===== src/logic/eesu_pkg.sv =====
// Constants for the upper error-event status and interrupt block
// ==========================================================================
// Operation
// (RULE_01) A status bit is recorded only when its status-enable bit is set.
// (RULE_02) Interrupt is high while any status bit and its signal-enable bit are set.
// (RULE_03) Writing 1 clears a status bit, writing 0 leaves it; many per write.
// (RULE_04) Bits 15 to 12 are implementation error flags, also write-one-to-clear.
// (RULE_05) Primary mode with response check enabled: response error sets bit 11.
// (RULE_06) Unrecoverable tuning-circuit fault sets bit 10, high-speed single-ended mode only.
// (RULE_07) Faults during tuning skip bit 10 and go to the sampling clock choice.
// (RULE_08) Tuning error outranks every other error raised during a data transfer.
// (RULE_09) Software writes 0 to the sampling clock choice before tuning.
// (RULE_10) Software aborts the command, retunes and retries the data after a tuning error.
// (RULE_11) A descriptor-DMA engine error sets bit 9 in either bus mode.
// (RULE_12) A DMA error captures engine state; descriptor pointer stays readable.
// (RULE_13) An invalid descriptor in the fetch state raises the DMA error.
// (RULE_14) Primary mode: a 0-to-1 on auto-command error bits 0..5 sets bit 8.
// (RULE_15) Auto-command error bit 7 counts only when the auto command was CMD12.
// (RULE_16) Auto-command error copy holds while bit 8 is set, clears with it.
// (RULE_17) Status bits stay set until cleared; a set beats a same-cycle clear.
package eesu_pkg;

    // ======================================================================
    // Register byte offsets
    localparam logic [7:0] EESU_OFF_FLAGS    = 8'h32;
    localparam logic [7:0] EESU_OFF_STAT_EN  = 8'h36;
    localparam logic [7:0] EESU_OFF_SIG_EN   = 8'h3a;
    localparam logic [7:0] EESU_OFF_ACMD     = 8'h3c;
    localparam logic [7:0] EESU_OFF_FIRST    = 8'h40;
    localparam logic [7:0] EESU_OFF_DMA_ST   = 8'h54;
    localparam logic [7:0] EESU_OFF_DPTR_LO  = 8'h58;
    localparam logic [7:0] EESU_OFF_DPTR_HI  = 8'h5a;

    // ======================================================================
    // Field positions of the flag register and of the auto-command error bits
    localparam int EESU_BIT_VENDOR_LO = 12;
    localparam int EESU_BIT_RESP      = 11;
    localparam int EESU_BIT_TUNE      = 10;
    localparam int EESU_BIT_DMA       = 9;
    localparam int EESU_BIT_ACMD      = 8;
    localparam int EESU_ACMD_RISE_TOP = 5;
    localparam int EESU_ACMD_BIT_C12  = 7;

    // Bits owned by this block; the lower byte reads as zero
    localparam logic [15:0] EESU_IMPL_MASK = 16'hff00;

    // ======================================================================
    // Reset values
    localparam logic [15:0] EESU_RST_FLAGS = 16'h0000;
    localparam logic [15:0] EESU_RST_EN    = 16'h0000;
    localparam logic [7:0]  EESU_RST_ACMD  = 8'h00;
    localparam logic [2:0]  EESU_RST_DMA   = 3'h0;

    // ======================================================================
    // DMA engine state code for the fetch-descriptor state
    localparam logic [2:0] EESU_DMA_FETCH_DESCRIPTOR_STATE = 3'h1;

    // Codes of the first-error field, highest priority first
    typedef enum logic [2:0] {
        EESU_FE_NONE   = 3'h0,
        EESU_FE_TUNE   = 3'h1,
        EESU_FE_DMA    = 3'h2,
        EESU_FE_RESP   = 3'h3,
        EESU_FE_ACMD   = 3'h4,
        EESU_FE_VENDOR = 3'h5
    } eesu_first_t;

endpackage : eesu_pkg


===== src/logic/eesu_top.sv =====
// Upper error-event status, enables, interrupt and diagnosis registers
`timescale 1ns/1ps
module eesu_top
    import eesu_pkg::*;
#(
    parameter int PTR_W = 32
) (
    input  wire logic             core_clk,
    input  wire logic             rst_b,
    input  wire logic             ce,
    // Register port
    input  wire logic [7:0]       regAddr,
    input  wire logic [15:0]      regWrData,
    input  wire logic             regWrStb,
    input  wire logic             regRdStb,
    output logic      [15:0]      regRdData,
    output logic                  irq,
    // Mode and configuration
    input  wire logic             primaryMode,
    input  wire logic             hsSeMode,
    input  wire logic             respCheckEn,
    // Error sources
    input  wire logic [3:0]       vendorErr,
    input  wire logic             respErr,
    input  wire logic             tuningFault,
    input  wire logic             tuningActive,
    input  wire logic             dmaErr,
    input  wire logic             descFetchInvalid,
    input  wire logic [2:0]       dmaState,
    input  wire logic [PTR_W-1:0] descAddr,
    input  wire logic [7:0]       acmdErrBits,
    input  wire logic             acmdIsCmd12,
    // Fault during tuning, handed to the sampling clock choice logic
    output logic                  sampleSelFault
);

    // ======================================================================
    // Helpers

    // Sticky update; the set term is applied last so it wins over a clear
    function automatic logic [15:0] eesu_sticky(input logic [15:0] cur,
                                                input logic [15:0] clr,
                                                input logic [15:0] set);
        eesu_sticky = (cur & ~clr) | set;
    endfunction : eesu_sticky

    function automatic logic eesu_hit(input logic [7:0] addr, input logic [7:0] off);
        eesu_hit = (addr == off);
    endfunction : eesu_hit

    // ======================================================================
    // State

    logic [15:0]      flagsQ,    flagsD;
    logic [15:0]      statEnQ,   statEnD;
    logic [15:0]      sigEnQ,    sigEnD;
    logic [2:0]       dmaStQ,    dmaStD;
    logic [PTR_W-1:0] dptrQ,     dptrD;
    eesu_first_t      firstQ,    firstD;
    logic             irqQ,      irqD;
    logic [15:0]      rdQ,       rdD;
    logic             sampFltQ,  sampFltD;

    logic [15:0]      setRaw;
    logic [15:0]      setRec;
    logic [15:0]      clrVec;
    logic             wrFlags;
    logic             dmaEvent;
    logic             fetchInvalid;
    logic [7:0]       acmdHeld;
    logic             acmdRise;
    logic             acmdClr;

    // ======================================================================
    // Auto-command error holding copy

    // The copy is reloaded from the current error bits when software clears bit 8 and no new edge is recorded
    assign acmdClr = wrFlags && regWrData[EESU_BIT_ACMD] && !setRec[EESU_BIT_ACMD]; // [RULE_16]

    eesu_acmd_hold u_acmd (
        .core_clk    (core_clk),
        .rst_b       (rst_b),
        .ce          (ce),
        .acmdErrBits (acmdErrBits),
        .acmdIsCmd12 (acmdIsCmd12),
        .clearReq    (acmdClr),
        .acmdHeld    (acmdHeld),
        .acmdRise    (acmdRise)
    );

    // ======================================================================
    // Event vector

    // Response, tuning and auto-command sources are qualified by bus mode before recording
    always_comb begin
        fetchInvalid = descFetchInvalid && (dmaState == EESU_DMA_FETCH_DESCRIPTOR_STATE);
        dmaEvent     = dmaErr || fetchInvalid;                           // [RULE_13]
        setRaw       = 16'h0000;
        setRaw[15:EESU_BIT_VENDOR_LO] = vendorErr;                        // [RULE_04]
        setRaw[EESU_BIT_RESP] = primaryMode && respCheckEn && respErr;    // [RULE_05]
        // Faults while tuning runs are routed elsewhere, not to bit 10
        setRaw[EESU_BIT_TUNE] = hsSeMode && tuningFault && !tuningActive; // [RULE_06] [RULE_07]
        setRaw[EESU_BIT_DMA]  = dmaEvent;                                 // [RULE_11]
        setRaw[EESU_BIT_ACMD] = primaryMode && acmdRise;                  // [RULE_14]
        // Only bits enabled for recording may set
        setRec  = setRaw & statEnQ;                                       // [RULE_01]
    end

    // ======================================================================
    // Flag, enable and diagnosis registers

    assign wrFlags = regWrStb && eesu_hit(regAddr, EESU_OFF_FLAGS);

    always_comb begin
        clrVec   = wrFlags ? (regWrData & EESU_IMPL_MASK) : 16'h0000;     // [RULE_03]
        flagsD   = eesu_sticky(flagsQ, clrVec, setRec);                   // [RULE_17]
        statEnD  = statEnQ;
        sigEnD   = sigEnQ;
        if (regWrStb && eesu_hit(regAddr, EESU_OFF_STAT_EN)) begin
            statEnD = regWrData & EESU_IMPL_MASK;
        end
        if (regWrStb && eesu_hit(regAddr, EESU_OFF_SIG_EN)) begin
            sigEnD = regWrData & EESU_IMPL_MASK;
        end
        // Engine state and pointer are frozen at the error for diagnosis
        dmaStD = dmaStQ;
        dptrD  = dptrQ;
        if (setRec[EESU_BIT_DMA]) begin
            dmaStD = fetchInvalid ? EESU_DMA_FETCH_DESCRIPTOR_STATE : dmaState; // [RULE_13]
            dptrD  = descAddr;                                            // [RULE_12]
        end
        // First-error code: tuning wins when several errors arrive together
        firstD = firstQ;
        if (flagsD == 16'h0000) begin
            firstD = EESU_FE_NONE;
        end else if (firstQ == EESU_FE_NONE || setRec[EESU_BIT_TUNE]) begin
            if (setRec[EESU_BIT_TUNE]) begin
                firstD = EESU_FE_TUNE;                                    // [RULE_08]
            end else if (setRec[EESU_BIT_DMA]) begin
                firstD = EESU_FE_DMA;
            end else if (setRec[EESU_BIT_RESP]) begin
                firstD = EESU_FE_RESP;
            end else if (setRec[EESU_BIT_ACMD]) begin
                firstD = EESU_FE_ACMD;
            end else if (setRec != 16'h0000) begin
                firstD = EESU_FE_VENDOR;
            end
        end
        // Interrupt computed from next values so it tracks the flags exactly
        irqD     = |(flagsD & sigEnD);                                    // [RULE_02]
        sampFltD = hsSeMode && tuningFault && tuningActive;               // [RULE_07]
    end

    always_ff @(posedge core_clk or negedge rst_b) begin
        if (!rst_b) begin
            flagsQ   <= EESU_RST_FLAGS;
            statEnQ  <= EESU_RST_EN;
            sigEnQ   <= EESU_RST_EN;
            dmaStQ   <= EESU_RST_DMA;
            dptrQ    <= '0;
            firstQ   <= EESU_FE_NONE;
            irqQ     <= 1'b0;
            sampFltQ <= 1'b0;
        end else if (ce) begin
            flagsQ   <= flagsD;
            statEnQ  <= statEnD;
            sigEnQ   <= sigEnD;
            dmaStQ   <= dmaStD;
            dptrQ    <= dptrD;
            firstQ   <= firstD;
            irqQ     <= irqD;
            sampFltQ <= sampFltD;
        end
    end

    // ======================================================================
    // Read path

    // Unmapped addresses return zero; reads have no side effects
    always_comb begin
        rdD = 16'h0000;
        if (regRdStb) begin
            case (regAddr)
                EESU_OFF_FLAGS:   rdD = flagsQ;
                EESU_OFF_STAT_EN: rdD = statEnQ;
                EESU_OFF_SIG_EN:  rdD = sigEnQ;
                EESU_OFF_ACMD:    rdD = {8'h00, acmdHeld};
                EESU_OFF_FIRST:   rdD = {13'h0000, firstQ};
                EESU_OFF_DMA_ST:  rdD = {13'h0000, dmaStQ};
                EESU_OFF_DPTR_LO: rdD = dptrQ[15:0];
                EESU_OFF_DPTR_HI: rdD = dptrQ[31:16];
                default:          rdD = 16'h0000;
            endcase
        end
    end

    always_ff @(posedge core_clk or negedge rst_b) begin
        if (!rst_b) begin
            rdQ <= 16'h0000;
        end else if (ce) begin
            rdQ <= rdD;
        end
    end

    assign regRdData      = rdQ;
    assign irq            = irqQ;
    assign sampleSelFault = sampFltQ;

    // ======================================================================
    // Checks

    generate
        for (genvar b = 8; b < 16; b++) begin : g_chk
            // An enabled event always lands in its flag
            a_set_records : assert property (@(posedge core_clk) // [RULE_01] [RULE_17]
                disable iff (!rst_b) (ce && setRaw[b] && statEnQ[b]) |=> flagsQ[b])
                else $error("enabled event did not set its flag");
            // A disabled bit stays clear whatever its source does
            a_gate_blocks : assert property (@(posedge core_clk) // [RULE_01]
                disable iff (!rst_b) (ce && !flagsQ[b] && !statEnQ[b]) |=> !flagsQ[b])
                else $error("flag set while its status enable was clear");
            // A one written with no same-cycle event clears the bit
            a_w1c_clears : assert property (@(posedge core_clk) // [RULE_03]
                disable iff (!rst_b) (ce && wrFlags && regWrData[b] && !setRec[b])
                |=> !flagsQ[b])
                else $error("write of one did not clear the flag");
            // Only a written one may drop a set bit
            a_w0_keeps : assert property (@(posedge core_clk) // [RULE_17]
                disable iff (!rst_b) (ce && flagsQ[b] && !(wrFlags && regWrData[b]))
                |=> flagsQ[b])
                else $error("flag dropped without a clearing write");
        end
    endgenerate

    // The level output matches the flags and signal enables in the same cycle
    a_irq_level : assert property (@(posedge core_clk) disable iff (!rst_b) // [RULE_02]
        ##1 (irq == |($past(flagsD) & $past(sigEnD)) || !$past(ce)))
        else $error("interrupt does not match flags and signal enables");

    // A fault while tuning runs never reaches the tuning flag
    a_tune_busy : assert property (@(posedge core_clk) disable iff (!rst_b) // [RULE_07]
        (ce && tuningActive && !flagsQ[EESU_BIT_TUNE]) |=> !flagsQ[EESU_BIT_TUNE])
        else $error("tuning flag set while tuning was running");

    // The same fault during tuning goes to the sampling clock choice
    a_tune_choice : assert property (@(posedge core_clk) disable iff (!rst_b) // [RULE_07]
        (ce && hsSeMode && tuningFault && tuningActive) |=> sampleSelFault)
        else $error("fault during tuning not passed to the sampling choice");

    // Outside the high-speed single-ended mode the tuning flag never sets
    a_tune_mode : assert property (@(posedge core_clk) disable iff (!rst_b) // [RULE_06]
        (ce && !flagsQ[EESU_BIT_TUNE] && !hsSeMode) |=> !flagsQ[EESU_BIT_TUNE])
        else $error("tuning flag set outside its bus mode");

    // Tuning takes the leading-error code whenever it is recorded
    a_tune_first : assert property (@(posedge core_clk) disable iff (!rst_b) // [RULE_08]
        (ce && setRec[EESU_BIT_TUNE]) |=> firstQ == EESU_FE_TUNE)
        else $error("tuning error not reported as the leading error");

    // An invalid descriptor in the fetch state raises the fault and shows that state
    a_fetch_state : assert property (@(posedge core_clk) disable iff (!rst_b) // [RULE_13]
        (ce && fetchInvalid && statEnQ[EESU_BIT_DMA])
            |=> flagsQ[EESU_BIT_DMA] && dmaStQ == EESU_DMA_FETCH_DESCRIPTOR_STATE)
        else $error("invalid descriptor did not raise the DMA fault");

    // The pointer takes the descriptor address present when the fault is recorded
    a_dma_capture : assert property (@(posedge core_clk) disable iff (!rst_b) // [RULE_12]
        (ce && setRec[EESU_BIT_DMA]) |=> dptrQ == $past(descAddr))
        else $error("descriptor pointer not captured at the DMA fault");

    // Response errors count only in primary mode with checking on
    a_resp_mode : assert property (@(posedge core_clk) disable iff (!rst_b) // [RULE_05]
        (ce && !flagsQ[EESU_BIT_RESP] && !(primaryMode && respCheckEn))
            |=> !flagsQ[EESU_BIT_RESP])
        else $error("response error set outside primary mode or check disabled");

    // The auto-command flag belongs to primary mode alone
    a_acmd_mode : assert property (@(posedge core_clk) disable iff (!rst_b) // [RULE_14]
        (ce && !flagsQ[EESU_BIT_ACMD] && !primaryMode) |=> !flagsQ[EESU_BIT_ACMD])
        else $error("auto-command flag set outside primary mode");

    // No captured auto-command bit is lost while the flag stands
    a_acmd_holds : assert property (@(posedge core_clk) disable iff (!rst_b) // [RULE_16]
        (ce && flagsQ[EESU_BIT_ACMD] && !acmdClr)
            |=> (acmdHeld & $past(acmdHeld)) == $past(acmdHeld))
        else $error("auto-command copy lost while its flag was set");

endmodule : eesu_top


===== src/logic/eesu_acmd_hold.sv =====
// Holding copy of the auto-command error bits with 0-to-1 detection
`timescale 1ns/1ps
module eesu_acmd_hold
    import eesu_pkg::*;
(
    input  wire logic       core_clk,
    input  wire logic       rst_b,
    input  wire logic       ce,
    input  wire logic [7:0] acmdErrBits,
    input  wire logic       acmdIsCmd12,
    input  wire logic       clearReq,
    output logic      [7:0] acmdHeld,
    output logic            acmdRise
);

    logic [7:0] heldQ;
    logic [7:0] heldD;
    logic [7:0] incoming;
    logic [7:0] risen;

    // Bit 7 only counts for CMD12; risen bits are those newly going high
    always_comb begin
        incoming = acmdErrBits;
        if (!acmdIsCmd12) begin
            incoming[EESU_ACMD_BIT_C12] = 1'b0;                 // [RULE_15]
        end
        risen = incoming & ~heldQ;
        // A fresh error wins over the clear so no edge is lost
        heldD = clearReq ? incoming : (heldQ | incoming);       // [RULE_16]
    end

    always_ff @(posedge core_clk or negedge rst_b) begin
        if (!rst_b) begin
            heldQ <= EESU_RST_ACMD;
        end else if (ce) begin
            heldQ <= heldD;
        end
    end

    assign acmdHeld = heldQ;
    assign acmdRise = |risen[EESU_ACMD_RISE_TOP:0];             // [RULE_14]

    // Bit 7 never captured unless the command was CMD12
    a_acmd_c12_gate : assert property (@(posedge core_clk) disable iff (!rst_b) // [RULE_15]
        (ce && !clearReq && !heldQ[7] && !acmdIsCmd12) |=> !heldQ[7])
        else $error("auto-command bit 7 captured for a non-CMD12 command");

endmodule : eesu_acmd_hold


===== config.mk =====
export PLATFORM = sky130hd
export DESIGN_NAME = eesu_top
export DESIGN_NICKNAME = d
export VERILOG_FILES = /design/src/logic/eesu_pkg.sv /design/src/logic/eesu_top.sv /design/src/logic/eesu_acmd_hold.sv
export SDC_FILE = /design/constraint.sdc
export NUM_CORES = 1
export LEC_CHECK = 0
export BUFFER_PORTS_ARGS = -buffer_cell sky130_fd_sc_hd__buf_2
export CAP_MARGIN = 20
export CORE_UTILIZATION = 40
export CTS_CLUSTER_DIAMETER = 30
export CTS_CLUSTER_SIZE = 14
export DETAILED_ROUTE_END_ITERATION = 8
export SYNTH_ARGS = -nofsm -noshare
export SYNTH_HDL_FRONTEND = slang
export SYNTH_SLANG_ARGS = --single-unit

===== constraint.sdc =====
create_clock -name core_clk -period 4.7 [get_ports core_clk]
set_clock_uncertainty 0.15 [all_clocks]
set_input_delay 0.235 -clock core_clk [delete_from_list [all_inputs] [get_ports core_clk]]
set_output_delay 0.235 -clock core_clk [all_outputs]
set_load 0.05 [all_outputs]

; Word-level counts from Yosys, hierarchy flattened
; Index checks and enable logic that the tools add are counted.
[totals]
latch_bits = 0
memories = 0
rom_bits = 0
mem_bits_rw = 0
out_inout_bits = 18
in_bits = 85
elab_cells = 67
register_bits = 104
[op_classes]
n_reduce_logical = 26
n_lt_le_gt_ge = 0
n_div = 0
bitwise_logic = 8
n_shift = 0
eq_ne = 9
n_mul = 0
add_sub_neg = 0
n_mux = 14
[op_table]
columns = operator, n
row1 = $pmux W16 S8, 1
row2 = $and A16 B16 Y16, 3
row3 = $mux W16, 3
row4 = $eq A8 B6 Y1 const B, 4
row5 = $eq A8 B7 Y1 const B, 4
row6 = $mux W3, 8
row7 = $logic_not A16 Y1, 1
row8 = $not A16 Y16, 1
row9 = $or A16 B16 Y16, 1
row10 = $reduce_bool A16 Y1, 1
row11 = $reduce_or A16 Y1, 1
row12 = $logic_and A1 B1 Y1, 12
row13 = $mux W8, 1
row14 = $or A8 B8 Y8, 1
row15 = $and A6 B6 Y6, 1
row16 = $not A6 Y6, 1
row17 = $reduce_bool A6 Y1, 1
row18 = $reduce_or A6 Y1, 1
row19 = $reduce_and A2 Y1, 2
row20 = $eq A3 B1 Y1 const B, 1
row21 = $logic_not A3 Y1, 1
row22 = $reduce_and A3 Y1, 1
row23 = $logic_not A1 Y1, 2
row24 = $logic_or A1 B1 Y1, 2
row25 = other kinds (2), 2

; Logic depth before layout (Yosys ltp)
[logic_depth]
depth_word = 13
mapped_depth = 8

; Cells and area by module
; A second synthesis with hierarchy kept.
[hier_totals]
hier_cells = 361
area_unflattened_um2 = 4394.2
[modules_own_cells]
columns = mod, instances, area_each_um2, cells_per_inst
row1 = eesu_top, 1, 4060.1, 333
row2 = eesu_acmd_hold, 1, 334.1, 28

; Worst setup path after synthesis
; Ideal clock, no wire load.
[synth_path]
path_kind = input -> register
from = input regAddr[7]
to = register irqQ, in the netlist irq
cell_stages = 7
path_buffers = 2
arrival_time_ns = 1.866
path_slack_ns = 2.543
t_required_ns = 4.409
path_cell_list = or3b_1 > buf_6 > nor3_1 > buf_2 > mux2_2 > a221oi_1 > a31oi_1
[synth_via]
elab_chain_len = 8
word_cells_on_any_way = 11
classes_between = 2 x eq/ne / 2 x mux / 4 x bitwise / 3 x reduce/logical
[synth_rtl]
columns = item, line_no
row1 = "start, declared", eesu_top.sv:12  ; input wire logic [7:0] regAddr,
row2 = $eq A8 B6 Y1, eesu_top.sv:48  ; eesu_hit = (addr == off);
row3 = $logic_and A1 B1 Y1, eesu_top.sv:112  ; assign wrFlags = regWrStb && eesu_hit(regAddr, EESU_OFF_FLAGS);
row4 = $mux W16, eesu_top.sv:115  ; clrVec = wrFlags ? (regWrData & EESU_IMPL_MASK) : 16'h0000;
row5 = $not A16 Y16, eesu_top.sv:44  ; eesu_sticky = (cur & ~clr) | set;
row6 = $and A16 B16 Y16, eesu_top.sv:44
row7 = $or A16 B16 Y16, eesu_top.sv:44
row8 = $and A16 B16 Y16 *, eesu_top.sv:150  ; irqD = |(flagsD & sigEnD);
row9 = $reduce_or A16 Y1 *, eesu_top.sv:150
row10 = "end signal, assigned", eesu_top.sv:171  ; irqQ <= irqD;
row11 = "end, declared", eesu_top.sv:60  ; logic irqQ, irqD;
; Every way passes the cells marked *; elsewhere a longest branch is shown, timed or not.
; A chain may end at the register's enable or synchronous reset.

; Worst setup path after layout
[layout_path]
from = input acmdErrBits[4]
to = register u_acmd.heldQ[7], in the netlist u_acmd.acmdHeld[7]
[layout_via]
elab_chain_len = 7
[layout_rtl]
columns = item, line_no
row1 = "start, declared", eesu_top.sv:31  ; input wire logic [7:0] acmdErrBits,
row2 = $and A6 B6 Y6, eesu_acmd_hold.sv:27  ; risen = incoming & ~heldQ;
row3 = $reduce_or A6 Y1, eesu_acmd_hold.sv:41  ; assign acmdRise = |risen[EESU_ACMD_RISE_TOP:0];
row4 = $logic_and A1 B1 Y1, eesu_top.sv:104  ; setRaw[EESU_BIT_ACMD] = primaryMode && acmdRise;
row5 = $and A16 B16 Y16, eesu_top.sv:106  ; setRec = setRaw & statEnQ;
row6 = $logic_not A1 Y1, eesu_top.sv:78  ; assign acmdClr = wrFlags && regWrData[EESU_BIT_ACMD] && !setRec[EESU_BIT_ACMD];
row7 = $logic_and A1 B1 Y1, eesu_top.sv:78
row8 = $mux W8, eesu_acmd_hold.sv:29  ; heldD = clearReq ? incoming : (heldQ | incoming);
row9 = "end signal, assigned", eesu_acmd_hold.sv:36  ; heldQ <= heldD;
row10 = "end, declared", eesu_acmd_hold.sv:16  ; logic [7:0] heldQ;
; Every way passes these cells.

==> results.yml <==
status:
  status: "finished clean"
drt:
  wire_per_inst_microns: 18.3
  routed_wl_mm: 12.1
  drc: 0
  num_vias: 3655
  antenna_left: 0
  vias_per_cell: 5.53
  dr.first_iter.drc_count: 243
  dr.pass1.iters: 5
layout:
  multi_input_area_sq_um: 2030
  regArea_sq_um: 2200
  drive_above_1_share_pct: 33.3
  n_fill_cell: 951
  fin_util_pct: 53.5
  layout.nets: 605
  stdcell_area_sq_um: 5590
  syn_to_final_growth_pct: 28.3
  antenna_cells: 0
clock_tree:
  cts.sinks: 88
  cts-root-buf: "clkbuf_8"
  htree_levels: 3
  cts_setup_buffers: 0
  clkLatencyLatePin_ps: 370
  cts_buffers: 9
  cts_buffer_depth: 2
  postCtsResizedCells: 0
  clk_pin_slew_ps: 90
  cts_tree: "done"
sta:
  hold_viol: 0
  worst_slack_ps: 1930
  worst_slew_pin_slew_ps: 944
  finalCritPeriodShare_pct: 59.0
  layout_min_cycle_time_ps: 2770
  finalSetupTns_ps: 0
  rsz0062_at_grt: "false"
  timing.slew.headroom_pct: 37.0
  drv_slew: 0
  setup_viol: 0
  max_freq_mhz: 361
power:
  power_density_nw_per_um2: 276
  ir_worst_vdd_uv: 117
  leakage_uw: 0.00263
global_routing:
  grt_max_degree: 48
  grt_pass1_wl_mm: 19.3
  grt_antenna_before_repair: 0
  grt_usage_pct: 22.5
  grt_pass1_vias: 3766
  grt_overflow_total: 0
min_path:
  timing.hold.worst.class: "in2reg"
worst_setup_path:
  critPathKind: "in2reg"
  cp.arrival_ps: 2880
  worstSetupStartpointType: "primary input"
  endpoint_kind: "flop"
  path_max_fanout: 8
  cp.required_ps: 4810
yosys:
  synth_common_cells: "dfrtp_1 (88), mux2_2 (53), nand2_1 (32), nor2_1 (27), a21oi_1 (21)"
  synth_top_flop_cell: "dfrtp_1"
  synth_seq_cells: 88
  post-synth-top-count-cell: "dfrtp_1"
  synth_seq_area_share_pct: 50.5
  postSynthAreaPerCell_sq_um: 11.3
  synthArstFlopShare_pct: 100
  netlist_area_sq_um: 4360
  yosys.area.top_type: "dfrtp_1"
  synth_cell_types: 51
  ys_top_cells_by_area: "dfrtp_1 (51%), mux2_2 (14%), o2bb2ai_1 (3.6%)"
  synth_top_area_share_pct: 50.5
  syn_inst: 387
  synth-edff-count: 0
  synth_warnings: 0
  synth_fp_nets: 472
die:
  dieHeight_microns: 106
  rows: 37
  coreArea_sq_um: 10500
  pin_count: 103
  start_util_pct: 41.7
  die_area_sq_um: 11300
  fp.dieW_microns: 106
placement:
  place_ws_ps: 1990
  hpwl_mm: 8.21
  place.gp.congestion: 0.838
  placedInstanceArea_sq_um: 4960
  port_buffers: 94
flow_run:
  maxCapViolCount: 0
-- power breakdown --
group / leakage (uW) / total [uW] / internal (uW) / switching [uW]
clock network: 0.0000822 / 493 / 209 / 283
registers: 0.00115 / 835 / 805 / 30.7
logic: 0.00139 / 215 / 110 / 105
total: 0.00263 / 1540 / 1120 / 418
-- worst max-delay path, stage by stage --
cell	delay, ps
dlygate4sd3_1	540
buf_2	120
inv_1	60
o22ai_1	110
o311a_2	440
or3b_1	550
a32o_1	260
dlygate4sd3_1	560
-- per-stage QoR --
stage               hold slack [ps]  cells  power (uW)
global route                   5.31    661        1620
global placement                316    599        1030
finish                         9.81    661        1540
floorplan                      -211    387         946
detailed placement              119    600        1040
CTS                           0.689    661        1550
-- final timing paths --
kind	from	end	slack, ps	cells past startpoint
max	acmdErrBits[4]	u_acmd.acmdHeld[7]	1930	8
min	acmdErrBits[5]	u_acmd.acmdHeld[5]	10	3
max reg2reg	u_acmd.acmdHeld[1]	u_acmd.acmdHeld[7]	2100	5
min reg2reg	regRdData[2]	regRdData[2]	340	1
max in group asynchronous	rst_b	u_acmd.acmdHeld[1]	3490	3
min in group asynchronous	rst_b	flagsQ[15]	270	2
-- cells in the final DEF (no fill, tap or decap), types with 3 or more instances in the layout --
cell / netlist / routed
buf_2: 6 / 93
dfrtp_1: 88 / 88
mux2_2: 53 / 53
dlygate4sd3_1: 0 / 45
nand2_1: 32 / 32
nor2_1: 27 / 27
a21oi_1: 21 / 21
o2bb2ai_1: 18 / 18
o21ai_0: 14 / 14
mux2i_1: 14 / 14
nand4_1: 10 / 10
clkbuf_8: 0 / 10
inv_1: 9 / 9
a221oi_1: 9 / 9
o22ai_1: 8 / 8
a22o_1: 7 / 7
buf_4: 0 / 5
and4_1: 3 / 3
and2_1: 3 / 3
nand2b_1: 3 / 3
nor3_1: 3 / 3
a222oi_1: 3 / 3
and3_1: 3 / 3
clkinvlp_4: 0 / 3
-- flip-flops by register name, summed over array words and instances, names as in the netlist, 3 cells and up --
signal	cells
regRdData	16
sigEnQ	8
dptrQ	32
dmaStQ	3
flagsQ	8
u_acmd.acmdHeld	8
firstQ	3
statEnQ	8
-- per-layer routing --
layer | up-vias | wire length, microns | GRT usage [%]
met1 | 1807 | 5520 | 30.2
met5 | - | 0 | 0
li1 | 1717 | - | -
met3 | 18 | 610 | 3.68
met2 | 113 | 5770 | 36.5
met4 | 0 | 208 | 8.23
-- logic make-up after synthesis --
| group | Yosys count | synth area share [%] |
|---|---|---|
| AND/OR/NAND/NOR | 108 | 13.9 |
| multiplexers | 67 | 16.9 |
| AO/OA/AOI/OAI | 93 | 15.7 |
| flip-flops | 88 | 50.5 |
| buffers and inverters | 31 | 3.01 |
-- what timing repair did --
action,4_1_cts,5_1_grt
hold buffers,45,0
hold endpoints to repair,86,0
setup endpoints to repair,0,0
-- final cells by class --
type | count | area share [%]
multi-input combinational | 268 | 36.2
timing repair buffer | 144 | 17.5
clock buffer | 11 | 2.53
clock inverter | 5 | 0.716
tap | 136 | 3.04
sequential | 88 | 39.4
inverter | 9 | 0.604
No activity file was read; power rests on OpenSTA's default activity.
